### config.mk
export PLATFORM = sky130hd
export DESIGN_NAME = scl_loader
export DESIGN_NICKNAME = d
export VERILOG_FILES = /design/src/scl_pkg.sv /design/src/scl_half_divider.sv /design/src/scl_loader.sv
export SDC_FILE = /design/constraint.sdc
export NUM_CORES = 1
export LEC_CHECK = 0
export BUFFER_PORTS_ARGS = -buffer_cell sky130_fd_sc_hd__buf_2
export CAP_MARGIN = 20
export CORE_ASPECT_RATIO = 1.4
export CORE_MARGIN = 8
export CORE_UTILIZATION = 55
export CTS_CLUSTER_SIZE = 16
export DETAILED_ROUTE_END_ITERATION = 12
export GPL_ROUTABILITY_DRIVEN = 0
export HOLD_SLACK_MARGIN = 0.02
export PLACE_DENSITY = 0.86
export SYNTH_ARGS = -nofsm -noshare
export SYNTH_HDL_FRONTEND = slang
export SYNTH_SLANG_ARGS = --single-unit
### constraint.sdc
create_clock -name clk_i -period 9.6 [get_ports clk_i]
set_input_delay 1.44 -clock clk_i [delete_from_list [all_inputs] [get_ports clk_i]]
set_output_delay 1.44 -clock clk_i [all_outputs]
set_load 0.02 [all_outputs]
### src/scl_pkg.sv
/*
 * constants, register map and state type for the serial rom config loader.
 * assumes a 10 MHz system clock and a classic wishbone register bus.
 */
package scl_pkg;

    // ****************************************
    // clock and serial clock timing
    // ****************************************
    localparam int CLK_PERIOD_NS  = 100;
    localparam int SK_PERIOD_00_NS = 800;
    localparam int SK_PERIOD_01_NS = 1600;
    localparam int SK_PERIOD_10_NS = 2400;
    localparam int SK_PERIOD_11_NS = 4000;
    // half periods in clk cycles, the serial clock toggles once per half
    localparam logic [7:0] HALF_00 = 8'(SK_PERIOD_00_NS / (2 * CLK_PERIOD_NS));
    localparam logic [7:0] HALF_01 = 8'(SK_PERIOD_01_NS / (2 * CLK_PERIOD_NS));
    localparam logic [7:0] HALF_10 = 8'(SK_PERIOD_10_NS / (2 * CLK_PERIOD_NS));
    localparam logic [7:0] HALF_11 = 8'(SK_PERIOD_11_NS / (2 * CLK_PERIOD_NS));

    // ****************************************
    // serial rom framing
    // ****************************************
    localparam int         ROM_WORDS       = 8;
    localparam int         WORD_W          = 16;
    localparam int         CMD_W           = 9;
    localparam logic [2:0] CMD_READ        = 3'h6;
    localparam logic [4:0] DATA_FIRST_RISE = 5'h0a;
    localparam logic [4:0] LAST_RISE       = 5'h19;
    localparam logic [2:0] LAST_WORD       = 3'h7;

    // ****************************************
    // register map, byte addresses
    // ****************************************
    localparam logic [7:0] ADR_CTRL   = 8'h00;
    localparam logic [7:0] ADR_STATUS = 8'h04;
    localparam logic [7:0] ADR_DATA0  = 8'h40;
    localparam logic [7:0] ADR_DATA_MASK = 8'he3;
    localparam int         CTRL_RELOAD_BIT = 0;
    localparam int         CTRL_SPEED_LSB  = 1;
    localparam logic [1:0] SPEED_RESET     = 2'h3;
    localparam int         ST_BUSY_BIT     = 0;
    localparam int         ST_DONE_BIT     = 1;
    localparam int         ST_PRESENT_BIT  = 2;
    localparam int         ST_BIGEND_BIT   = 3;

    // ****************************************
    // strap capture after reset release
    // ****************************************
    localparam logic [1:0] STRAP_LATCH = 2'h2;
    localparam logic [1:0] STRAP_DONE  = 2'h3;

    typedef enum logic [1:0] {ST_IDLE, ST_SEL, ST_SHIFT, ST_DESEL} scl_state_t;

endpackage
### src/scl_half_divider.sv
/*
 * half period divider: one-cycle tick every half_i cycles while enabled.
 * assumes half_i is at least one and stays steady while enabled.
 */
`timescale 1ns/1ps
module scl_half_divider (
    input  wire logic       clk_i,
    input  wire logic       rst_i,
    input  wire logic       en_i,
    input  wire logic [7:0] half_i,
    output wire logic       tick_o
);
    logic [7:0] cnt_reg;

    // ****************************************
    // counter
    // ****************************************
    // tick is combinational so it lines up with the count wrap
    assign tick_o = en_i && (cnt_reg == half_i - 8'h01);

    // restart from zero whenever disabled so the first half is full length
    always_ff @(posedge clk_i) begin
        if (rst_i || !en_i || tick_o) begin
            cnt_reg <= 8'h00;
        end else begin
            cnt_reg <= cnt_reg + 8'h01;
        end
    end
endmodule

### src/scl_loader.sv
/*
 * serial rom config loader: reads a serial eeprom over four wires after
 * reset, keeps the words for software, and latches the endian strap.
 * assumes a 10 MHz clk_i, a classic wishbone master and pulled strap pins.
 */
`timescale 1ns/1ps
module scl_loader (
    input  wire logic        clk_i,
    input  wire logic        rst_i,
    input  wire logic        wb_cyc_i,
    input  wire logic        wb_stb_i,
    input  wire logic        wb_we_i,
    input  wire logic [7:0]  wb_adr_i,
    input  wire logic [3:0]  wb_sel_i,
    input  wire logic [31:0] wb_dat_i,
    output logic      [31:0] wb_dat_o,
    output logic             wb_ack_o,
    input  wire logic        rom_present_strap_i,
    input  wire logic        serial_in_from_rom_i,
    input  wire logic        rom_serial_clock_i,
    output logic             rom_serial_clock_o,
    output wire logic        rom_serial_clock_oe_o,
    output logic             rom_select_out_o,
    output logic             serial_out_to_rom_o,
    output logic             big_endian_o,
    output wire logic        load_busy_o,
    output logic             load_done_o
);
    scl_pkg::scl_state_t         state_reg;
    logic [1:0]                  strap_cnt_reg;
    logic [1:0]                  present_sync_reg;
    logic [1:0]                  din_sync_reg;
    logic [1:0]                  sk_sync_reg;
    logic                        present_reg;
    logic [1:0]                  speed_reg;
    logic [1:0]                  speed_act_reg;
    logic                        reload_reg;
    logic                        started_reg;
    logic [2:0]                  word_reg;
    logic [4:0]                  rise_reg;
    logic [scl_pkg::CMD_W-1:0]   cmd_reg;
    logic [scl_pkg::WORD_W-1:0]  rx_reg;
    logic [scl_pkg::WORD_W-1:0]  mem [scl_pkg::ROM_WORDS];

    wire logic       tick;
    wire logic [7:0] half;
    wire logic       din_gated;
    wire logic       strap_done;
    wire logic       start_req;
    wire logic       sample_en;
    wire logic       bus_req;
    wire logic       wr_ctrl;
    wire logic       hit_data;
    wire logic [31:0] rd_data;

    // ****************************************
    // helpers
    // ****************************************
    // half period per speed code; the two middle codes sit between the ends
    function automatic logic [7:0] half_of(input logic [1:0] spd);
        case (spd)
            2'h0:    half_of = scl_pkg::HALF_00;
            2'h1:    half_of = scl_pkg::HALF_01;
            2'h2:    half_of = scl_pkg::HALF_10;
            default: half_of = scl_pkg::HALF_11;
        endcase
    endfunction

    // ****************************************
    // pin synchronisers and strap capture
    // ****************************************
    // two flops on every pin; only the second stage is read
    always_ff @(posedge clk_i) begin
        present_sync_reg <= {present_sync_reg[0], rom_present_strap_i};
        din_sync_reg     <= {din_sync_reg[0], serial_in_from_rom_i};
        sk_sync_reg      <= {sk_sync_reg[0], rom_serial_clock_i};
    end

    // straps are caught three cycles after release, once the synchronisers hold them
    always_ff @(posedge clk_i) begin
        if (rst_i) begin
            strap_cnt_reg <= 2'h0;
            present_reg   <= 1'b0;
            big_endian_o  <= 1'b0;
        end else if (strap_cnt_reg != scl_pkg::STRAP_DONE) begin
            strap_cnt_reg <= strap_cnt_reg + 2'h1;
            if (strap_cnt_reg == scl_pkg::STRAP_LATCH) begin
                present_reg  <= present_sync_reg[1];
                big_endian_o <= sk_sync_reg[1];
            end
        end
    end

    assign strap_done = (strap_cnt_reg == scl_pkg::STRAP_DONE);
    // an absent rom leaves the data pin floating, so it is masked to zero
    assign din_gated  = present_reg & din_sync_reg[1];

    // ****************************************
    // wishbone slave
    // ****************************************
    assign bus_req  = wb_cyc_i && wb_stb_i && !wb_ack_o;
    assign wr_ctrl  = bus_req && wb_we_i && wb_sel_i[0] && (wb_adr_i == scl_pkg::ADR_CTRL);
    assign hit_data = (wb_adr_i & scl_pkg::ADR_DATA_MASK) == scl_pkg::ADR_DATA0;
    assign rd_data  = (wb_adr_i == scl_pkg::ADR_CTRL)   ? {29'h0, speed_reg, 1'b0} :
                      (wb_adr_i == scl_pkg::ADR_STATUS) ? {28'h0, big_endian_o, present_reg,
                                                           load_done_o, load_busy_o} :
                      hit_data ? {16'h0, mem[wb_adr_i[4:2]]} : 32'h0;

    // one wait state on every access; unmapped reads return zero
    always_ff @(posedge clk_i) begin
        if (rst_i) begin
            wb_ack_o   <= 1'b0;
            wb_dat_o   <= 32'h0;
            speed_reg  <= scl_pkg::SPEED_RESET;
            reload_reg <= 1'b0;
        end else begin
            wb_ack_o <= bus_req;
            if (bus_req) begin
                wb_dat_o <= rd_data;
            end
            if (wr_ctrl) begin
                speed_reg <= wb_dat_i[scl_pkg::CTRL_SPEED_LSB +: 2];
            end
            // a reload request waits until the loader is idle
            if (wr_ctrl && wb_dat_i[scl_pkg::CTRL_RELOAD_BIT]) begin
                reload_reg <= 1'b1;
            end else if (start_req) begin
                reload_reg <= 1'b0;
            end
        end
    end

    // ****************************************
    // serial clock divider
    // ****************************************
    assign half = half_of(speed_act_reg);

    scl_half_divider u_div (
        .clk_i  (clk_i),
        .rst_i  (rst_i),
        .en_i   (state_reg != scl_pkg::ST_IDLE),
        .half_i (half),
        .tick_o (tick)
    );

    // ****************************************
    // load sequencer
    // ****************************************
    // the first load follows the strap capture; later ones need software
    assign start_req = (state_reg == scl_pkg::ST_IDLE) && strap_done && present_reg &&
                       (reload_reg || (strap_cnt_reg == scl_pkg::STRAP_DONE && !load_done_o
                        && !started_reg));
    assign sample_en = tick && (state_reg == scl_pkg::ST_SHIFT) && rom_serial_clock_o &&
                       (rise_reg >= scl_pkg::DATA_FIRST_RISE);
    assign load_busy_o = (state_reg != scl_pkg::ST_IDLE);
    // release the clock pin outside a load so its strap resistor stays readable
    assign rom_serial_clock_oe_o = load_busy_o;

    always_ff @(posedge clk_i) begin
        if (rst_i) begin
            state_reg           <= scl_pkg::ST_IDLE;
            started_reg         <= 1'b0;
            load_done_o         <= 1'b0;
            speed_act_reg       <= scl_pkg::SPEED_RESET;
            word_reg            <= 3'h0;
            rise_reg            <= 5'h0;
            cmd_reg             <= '0;
            rx_reg              <= '0;
            rom_select_out_o    <= 1'b0;
            rom_serial_clock_o  <= 1'b0;
            serial_out_to_rom_o <= 1'b0;
        end else begin
            case (state_reg)
                scl_pkg::ST_IDLE: begin
                    if (start_req) begin
                        started_reg      <= 1'b1;
                        load_done_o      <= 1'b0;
                        speed_act_reg    <= speed_reg;
                        word_reg         <= 3'h0;
                        rom_select_out_o <= 1'b1;
                        state_reg        <= scl_pkg::ST_SEL;
                    end
                end
                scl_pkg::ST_SEL: begin
                    if (tick) begin
                        // start bit, read opcode and address, msb first
                        serial_out_to_rom_o <= 1'b1;
                        cmd_reg   <= {scl_pkg::CMD_READ[1:0], 3'h0, word_reg, 1'b0};
                        rise_reg  <= 5'h0;
                        state_reg <= scl_pkg::ST_SHIFT;
                    end
                end
                scl_pkg::ST_SHIFT: begin
                    if (tick && !rom_serial_clock_o) begin
                        rom_serial_clock_o <= 1'b1;
                        rise_reg           <= rise_reg + 5'h1;
                    end else if (tick) begin
                        // data out changes only on the falling edge, or at the sel tick for the start bit
                        rom_serial_clock_o  <= 1'b0;
                        serial_out_to_rom_o <= cmd_reg[scl_pkg::CMD_W-1];
                        cmd_reg <= {cmd_reg[scl_pkg::CMD_W-2:0], 1'b0};
                        if (sample_en) begin
                            rx_reg <= {rx_reg[scl_pkg::WORD_W-2:0], din_gated};
                        end
                        if (rise_reg == scl_pkg::LAST_RISE) begin
                            mem[word_reg]    <= {rx_reg[scl_pkg::WORD_W-2:0], din_gated};
                            rom_select_out_o <= 1'b0;
                            state_reg        <= scl_pkg::ST_DESEL;
                        end
                    end
                end
                scl_pkg::ST_DESEL: begin
                    if (tick && word_reg == scl_pkg::LAST_WORD) begin
                        load_done_o <= 1'b1;
                        state_reg   <= scl_pkg::ST_IDLE;
                    end else if (tick) begin
                        word_reg         <= word_reg + 3'h1;
                        rom_select_out_o <= 1'b1;
                        state_reg        <= scl_pkg::ST_SEL;
                    end
                end
                default: begin
                    state_reg <= scl_pkg::ST_IDLE;
                end
            endcase
        end
    end
endmodule

==> results of run 1 <==
## routing by layer
layer	vias to the layer above	global-route usage
li1	2226	-
met1	2467	0.2025
met2	204	0.3312
met3	29	0.03161
met4	0	0.06325
met5	-	0
## where the power goes
group	internal, uW	switching (uW)
logic	42.8	64.5
clock network	510	314
registers	940	7.66
## synthesized netlist by cell type (4+ instances only)
cell and instances:
nor2b_1 4, o22ai_1 9, edfxtp_1 128, o21a_1 4, nand2_1 22, nor4_1 4, dfxtp_1 78, clkbuf_1 17
or2_2 4, nand3_1 12, ha_1 14, o21ai_0 8, a2bb2oi_1 12, and2_1 4, buf_4 17, buf_2 5
buf_1 5, a21oi_1 9, nor3_1 10, nor2_1 55, xor2_1 7, inv_1 18, o211ai_2 4, mux2i_1 39
mux4_2 32
## final cells by class
class / instances / area, sq um / share of cell area
Inverter: 18 / 67.56 / 0.007177
Sequential cell: 206 / 5405 / 0.5742
Timing Repair Buffer: 47 / 252.7 / 0.02685
Tap cell: 192 / 240.2 / 0.02552
Multi-Input combinational cell: 319 / 2731 / 0.2901
Clock buffer: 30 / 631.9 / 0.06712
Clock inverter: 6 / 85.08 / 0.009038
## worst max-delay path: stages (launching register included)
cell and delay, ns:
dfxtp_1 0.41, inv_1 0.14, ha_1 0.32, nor4_1 0.28
and2_1 0.46, o211ai_2 0.21, nor4_1 0.52, nor3b_4 1.00
## how the worst min path moves through the flow
stage,start,slack (ns),to,cells past startpoint
CTS,present_sync_reg[0],0.33,present_sync_reg[1],0
finish,present_sync_reg[0],0.33,present_sync_reg[1],0
global placement,present_sync_reg[0],0.31,present_sync_reg[1],0
floorplan,din_sync_reg[0],0.31,din_sync_reg[1],0
global route,din_sync_reg[0],0.33,din_sync_reg[1],0
detailed placement,present_sync_reg[0],0.31,present_sync_reg[1],0
## metrics by stage
stage	area [sq um]	utilization	setup WS [ns]	total power (uW)
after CTS	9399	0.6299	5.879	1888
after global routing	9414	0.6309	5.587	1935
after floorplan	8402	-	5.910	1052
after global placement	8682	0.5819	5.837	1067
after detailed placement	8682	0.5819	5.770	1072
final	9414	0.6309	5.858	1879
## cells by family (layout without fill, tap and decap cells)
logic type | after synthesis | after routing | synth area share
flops | 206 | 206 | 0.6477
xor+xnor | 9 | 9 | 0.009446
other cells | 1 | 16 | 0.0004493
compound gates | 74 | 74 | 0.07107
fa+ha+maj | 14 | 14 | 0.02099
mux | 71 | 71 | 0.1331
simple gates | 135 | 135 | 0.07961
buf+inv | 63 | 101 | 0.03763
## cell usage in the layout (no fill, tap or decap), types with 5 or more instances in the layout
cell type	netlist	final
a21oi_1	9	9
a2bb2oi_1	12	12
buf_2	5	43
clkbuf_16	0	22
clkbuf_8	0	5
conb_1	1	16
dfxtp_1	78	78
edfxtp_1	128	128
ha_1	14	14
inv_1	18	18
mux2i_1	39	39
mux4_2	32	32
nand2_1	22	22
nand3_1	12	12
nor2_1	55	54
nor3_1	10	9
o21ai_0	8	8
o22ai_1	9	9
xor2_1	7	7
==> metrics.txt, run 1 <==
CP startpoint=state_reg[0]; max cap viols=0; met1 WL=6.455 mm; Tmin final=about 3.7 ns; Worst IR Drop VDD=between 0.00015 and 0.0002 V; All-Layer GR Usage=0.1795; Setup crit end kind=flop; Mapped Cells=approximately 570; area grow syn2layout=12.80%; clock sinks=between 200 and 250; top cell type's share of synthesized area=0.4606; worst flop-to-flop path endpoint=mem[2][13]; dpl hpwl=between 10 and 15 mm; crit path kind=reg2reg; maximum root-to-sink buffer count=3; final setup fails=0; starting density of the core=0.5593; Critical Path RT=about 9.7 ns; Hold Path Class=reg2reg; unrepaired setup endpoints after global routing=false; setup bufs post-CTS=0; Filler Cell Count=~1000; Chip Width=about 120 microns; metal3 WL=about 1.1 mm; highest routed layer=met4; Via density=6.022; syn_area_per_cell=14.56 sq um; Rel. slew slack=0.2548; netlist area before placement=8346 sq um; vias=between 4000 and 5000; final WL=around 17 mm; post-route DRC violation count=0; GRT overflow=0; r2r setup slk=around 5.9 ns; share of layout cells above drive strength 1=0.2109; I/O pin count=92; most common flop cell mapped by yosys=edfxtp_1; Pwr Density=199.5 nW/um^2; Pins Over Slew Limit=0; number of synthesized flops with an enable pin=between 100 and 150; placed cells=~780; die area=about 20000 sq um; routed wl met2=9.321 mm; Initial DRC Count=around 500; Root Driver=clkbuf_16; DR pass1 iterations=5; Final Skew=~0.009 ns; largest net degree at the start of global routing=57; Max Clock Freq=267.2 MHz; TritonCTS Buffers=20; Hold-fix buffers, CTS=0; Die Ht=approximately 160 microns; clock tree from TritonCTS=built; Yosys reg bits=between 200 and 250; number of flip-flops in the largest register=approximately 130; H-tree levels=1; IO Port Bufs=43; post-route insts no fill=about 820; initial antenna violation count=0; period utilization=0.3898; number of synthesis warnings=0; Nets=678; reg2reg start=state_reg[0]; outcome=completed; first-pass GRT wire length=about 28 mm; Ant. Diodes=0; vias in the first global route=between 5000 and 6000; R2R depth=7; Worst-path clk slew=approximately 0.060 ns; core outline area=14920 sq um; Rows=53; post-synth cell types=between 60 and 70; arrival time at the worst endpoint=3.84 ns; proportion of synthesized chip area in sequential cells=0.6477; Area contributors post-synth=edfxtp_1 (46%), dfxtp_1 (19%), mux4_2 (8.6%); leakage power=0.003484 uW; async set-or-reset flop fraction in the synthesized netlist=0; post-cts resize count=0; worst skew pair latency=0.48 ns; Hold Slack=0.3260 ns; crit path capture=mem[2][13]; worst-margin pin slew=1.117 ns; Final TNS setup=0 ns; final antenna-violating net count=0; nature of the critical path startpoint=flop; final hold vios=0; mean routed wirelength per cell=approximately 21 microns; worst-path maximum fanout=16; area leader, netlist=edfxtp_1
(Power assumes the default switching activity.)
==> run 2: changes to the inputs <==
==> constraint.sdc (replaced) <==
create_clock -name clk_i -period 3.7 [get_ports clk_i]
set_input_delay 0.555 -clock clk_i [delete_from_list [all_inputs] [get_ports clk_i]]
set_output_delay 0.555 -clock clk_i [all_outputs]
set_load 0.02 [all_outputs]
==> run 2 against run 1 <==
  * Via count fell by 1.2%
  * First-iteration DRC count fell by 31%
  * Register-to-register slack got worse by 5.2 ns
  * Design area fell by 0.58%
  * Worst hold slack got worse by 0.14 ns
  * Critical endpoint is now mem[5][5]
  * Core utilization fell by 0.37 points
  * Count of clock-buffer cells in the layout did not move
  * Sequential power rose to 2.6 times the previous value
==> metrics.txt, run 2 (synthesis gave the netlist of run 1 again) <==
outcome=completed; Critical Path RT=3.84 ns (-5.86 ns); dpl hpwl=10.63 mm (+2.6%); worst skew pair latency=0.48 ns (about the same); nature of the critical path startpoint=flop; Pins Over Slew Limit=0 (unchanged); Die Ht=161.8 microns (unchanged); post-route DRC violation count=0 (unchanged); CP cell instances=inv_1 > ha_1 > nor4_1 > and2_1 > buf_4 > o211ai_2 > or4_4 > nor3b_2 > buf_4; Rel. slew slack=0.3891 (+0.1343); final antenna-violating net count=0 (unchanged); first-pass GRT wire length=26.55 mm (-4.3%); DR pass1 iterations=5 (unchanged); post-cts resize count=0 (unchanged); Hold-fix buffers, CTS=0 (unchanged); number of flip-flops in the largest register=128 (unchanged); final hold vios=0 (unchanged); Initial DRC Count=347 (-31%); Hold Path Class=in2reg; Critical Path Slowest Stage Cell=or4_4; final setup margin=0.6880 ns (-5.170 ns); arrival time at the worst endpoint=3.15 ns (-0.69 ns); Setup crit end kind=flop; Root Driver=clkbuf_16; Via density=5.895 (-2.1%); TritonCTS Buffers=19 (-5.0%); Core Util, Final=0.6273 (-0.003689); crit path kind=reg2reg; hold path depth=1 (+1); Worst IR Drop VDD=0.0004267 V (+130%); Final TNS setup=0 ns (unchanged); clock tree from TritonCTS=built; vias=4869 (-1.2%); period utilization=0.8141 (+0.4243); most common cell after layout, fill and taps aside=edfxtp_1; IO Port Bufs=43 (unchanged); final WL=16.34 mm (-5.1%); All-Layer GR Usage=0.1708 (-0.008791); unrepaired setup endpoints after global routing=false; CP dominant cell by count=buf_4; commonest non-fill, non-tap cells in the layout=edfxtp_1 (128), dfxtp_1 (78), nor2_1 (55); leakage power=0.003499 uW (+0.44%); starting density of the core=0.5593 (unchanged); area grow syn2layout=12.14%; Rows=53 (unchanged); mean routed wirelength per cell=19.78 microns (-6.1%); Hold Slack=0.1880 ns (-0.1379 ns); H-tree levels=1 (unchanged); Tmin final=3.012 ns (-0.7300 ns); core outline area=14920 sq um (unchanged); largest net degree at the start of global routing=34 (-40%); setup bufs post-CTS=0 (unchanged); Pwr Density=495.3 nW/um^2 (+150%); Final Cell Area=9359 sq um (-0.58%); total stage count of the critical path=9 (+2); Nets=688 (+1.5%); maximum root-to-sink buffer count=3 (unchanged); clock sinks=206 (unchanged); Final Skew=0.02021 ns (+0.01095 ns); Ant. Diodes=0 (unchanged); FF+latch area=5405 sq um (unchanged); I/O pin count=92 (unchanged); worst-path maximum fanout=16 (unchanged); worst-margin pin slew=0.9163 ns (-0.2003 ns); final setup fails=0 (unchanged); die area=19430 sq um (unchanged); Top delay family on crit path=simple AND/OR/NAND/NOR gates; max cap viols=0 (unchanged); Post-DP Area=8731 sq um (+0.56%); CP Buf/Inv Count=3 (+2); Worst-path clk slew=0.07 ns (about the same); Chip Width=120.1 microns (unchanged); vias in the first global route=5141 (-1.5%); Filler Cell Count=1054 (+2.3%); initial antenna violation count=0 (unchanged); slowest stage delay, CP=0.56 ns (-0.44 ns); Multi-input gate area=2698 sq um (-1.2%); R2R depth=9 (+2); Max Clock Freq=332.0 MHz (+24%); GRT overflow=0 (unchanged); share of layout cells above drive strength 1=0.2161 (+0.005226); dpl ws=0.7167 ns (-5.053 ns)
[run 2: worst paths after layout]
| check | from | to | slack [ns] |
|---|---|---|---|
| max | state_reg[0] | mem[5][5] | 0.69 |
| max reg2reg | state_reg[0] | mem[5][5] | 0.69 |
| min | rom_present_strap_i | present_sync_reg[0] | 0.19 |
| min reg2reg | sk_sync_reg[0] | sk_sync_reg[1] | 0.33 |
[run 2: power breakdown]
part | switching, uW | internal, uW | total [uW]
Combinational | 162 | 111 | 273
Sequential | 20.2 | 2440 | 2460
Clock | 777 | 1130 | 1900
[run 2: metrics by stage]
stage / instances / power, uW
floorplan: 588 / 2729
global placement: 792 / 2767
detailed placement: 792 / 2780
CTS: 825 / 4667
global route: 826 / 4782
finish: 826 / 4636
[run 2: layout make-up]
class	instances	area share
tap	192	0.02567
multi-input combinational	319	0.2882
timing repair buffer	58	0.03583
clock buffer	30	0.06096
clock inverter	3	0.004545
sequential	206	0.5775
inverter	18	0.007219
[run 2: routing by layer]
| layer | track usage | part of all wire |
|---|---|---|
| met1 | 0.1975 | 0.39 |
| met5 | 0 | 0 |
| met2 | 0.3014 | 0.51 |
| met3 | 0.02605 | 0.063 |
| met4 | 0.08490 | 0.038 |
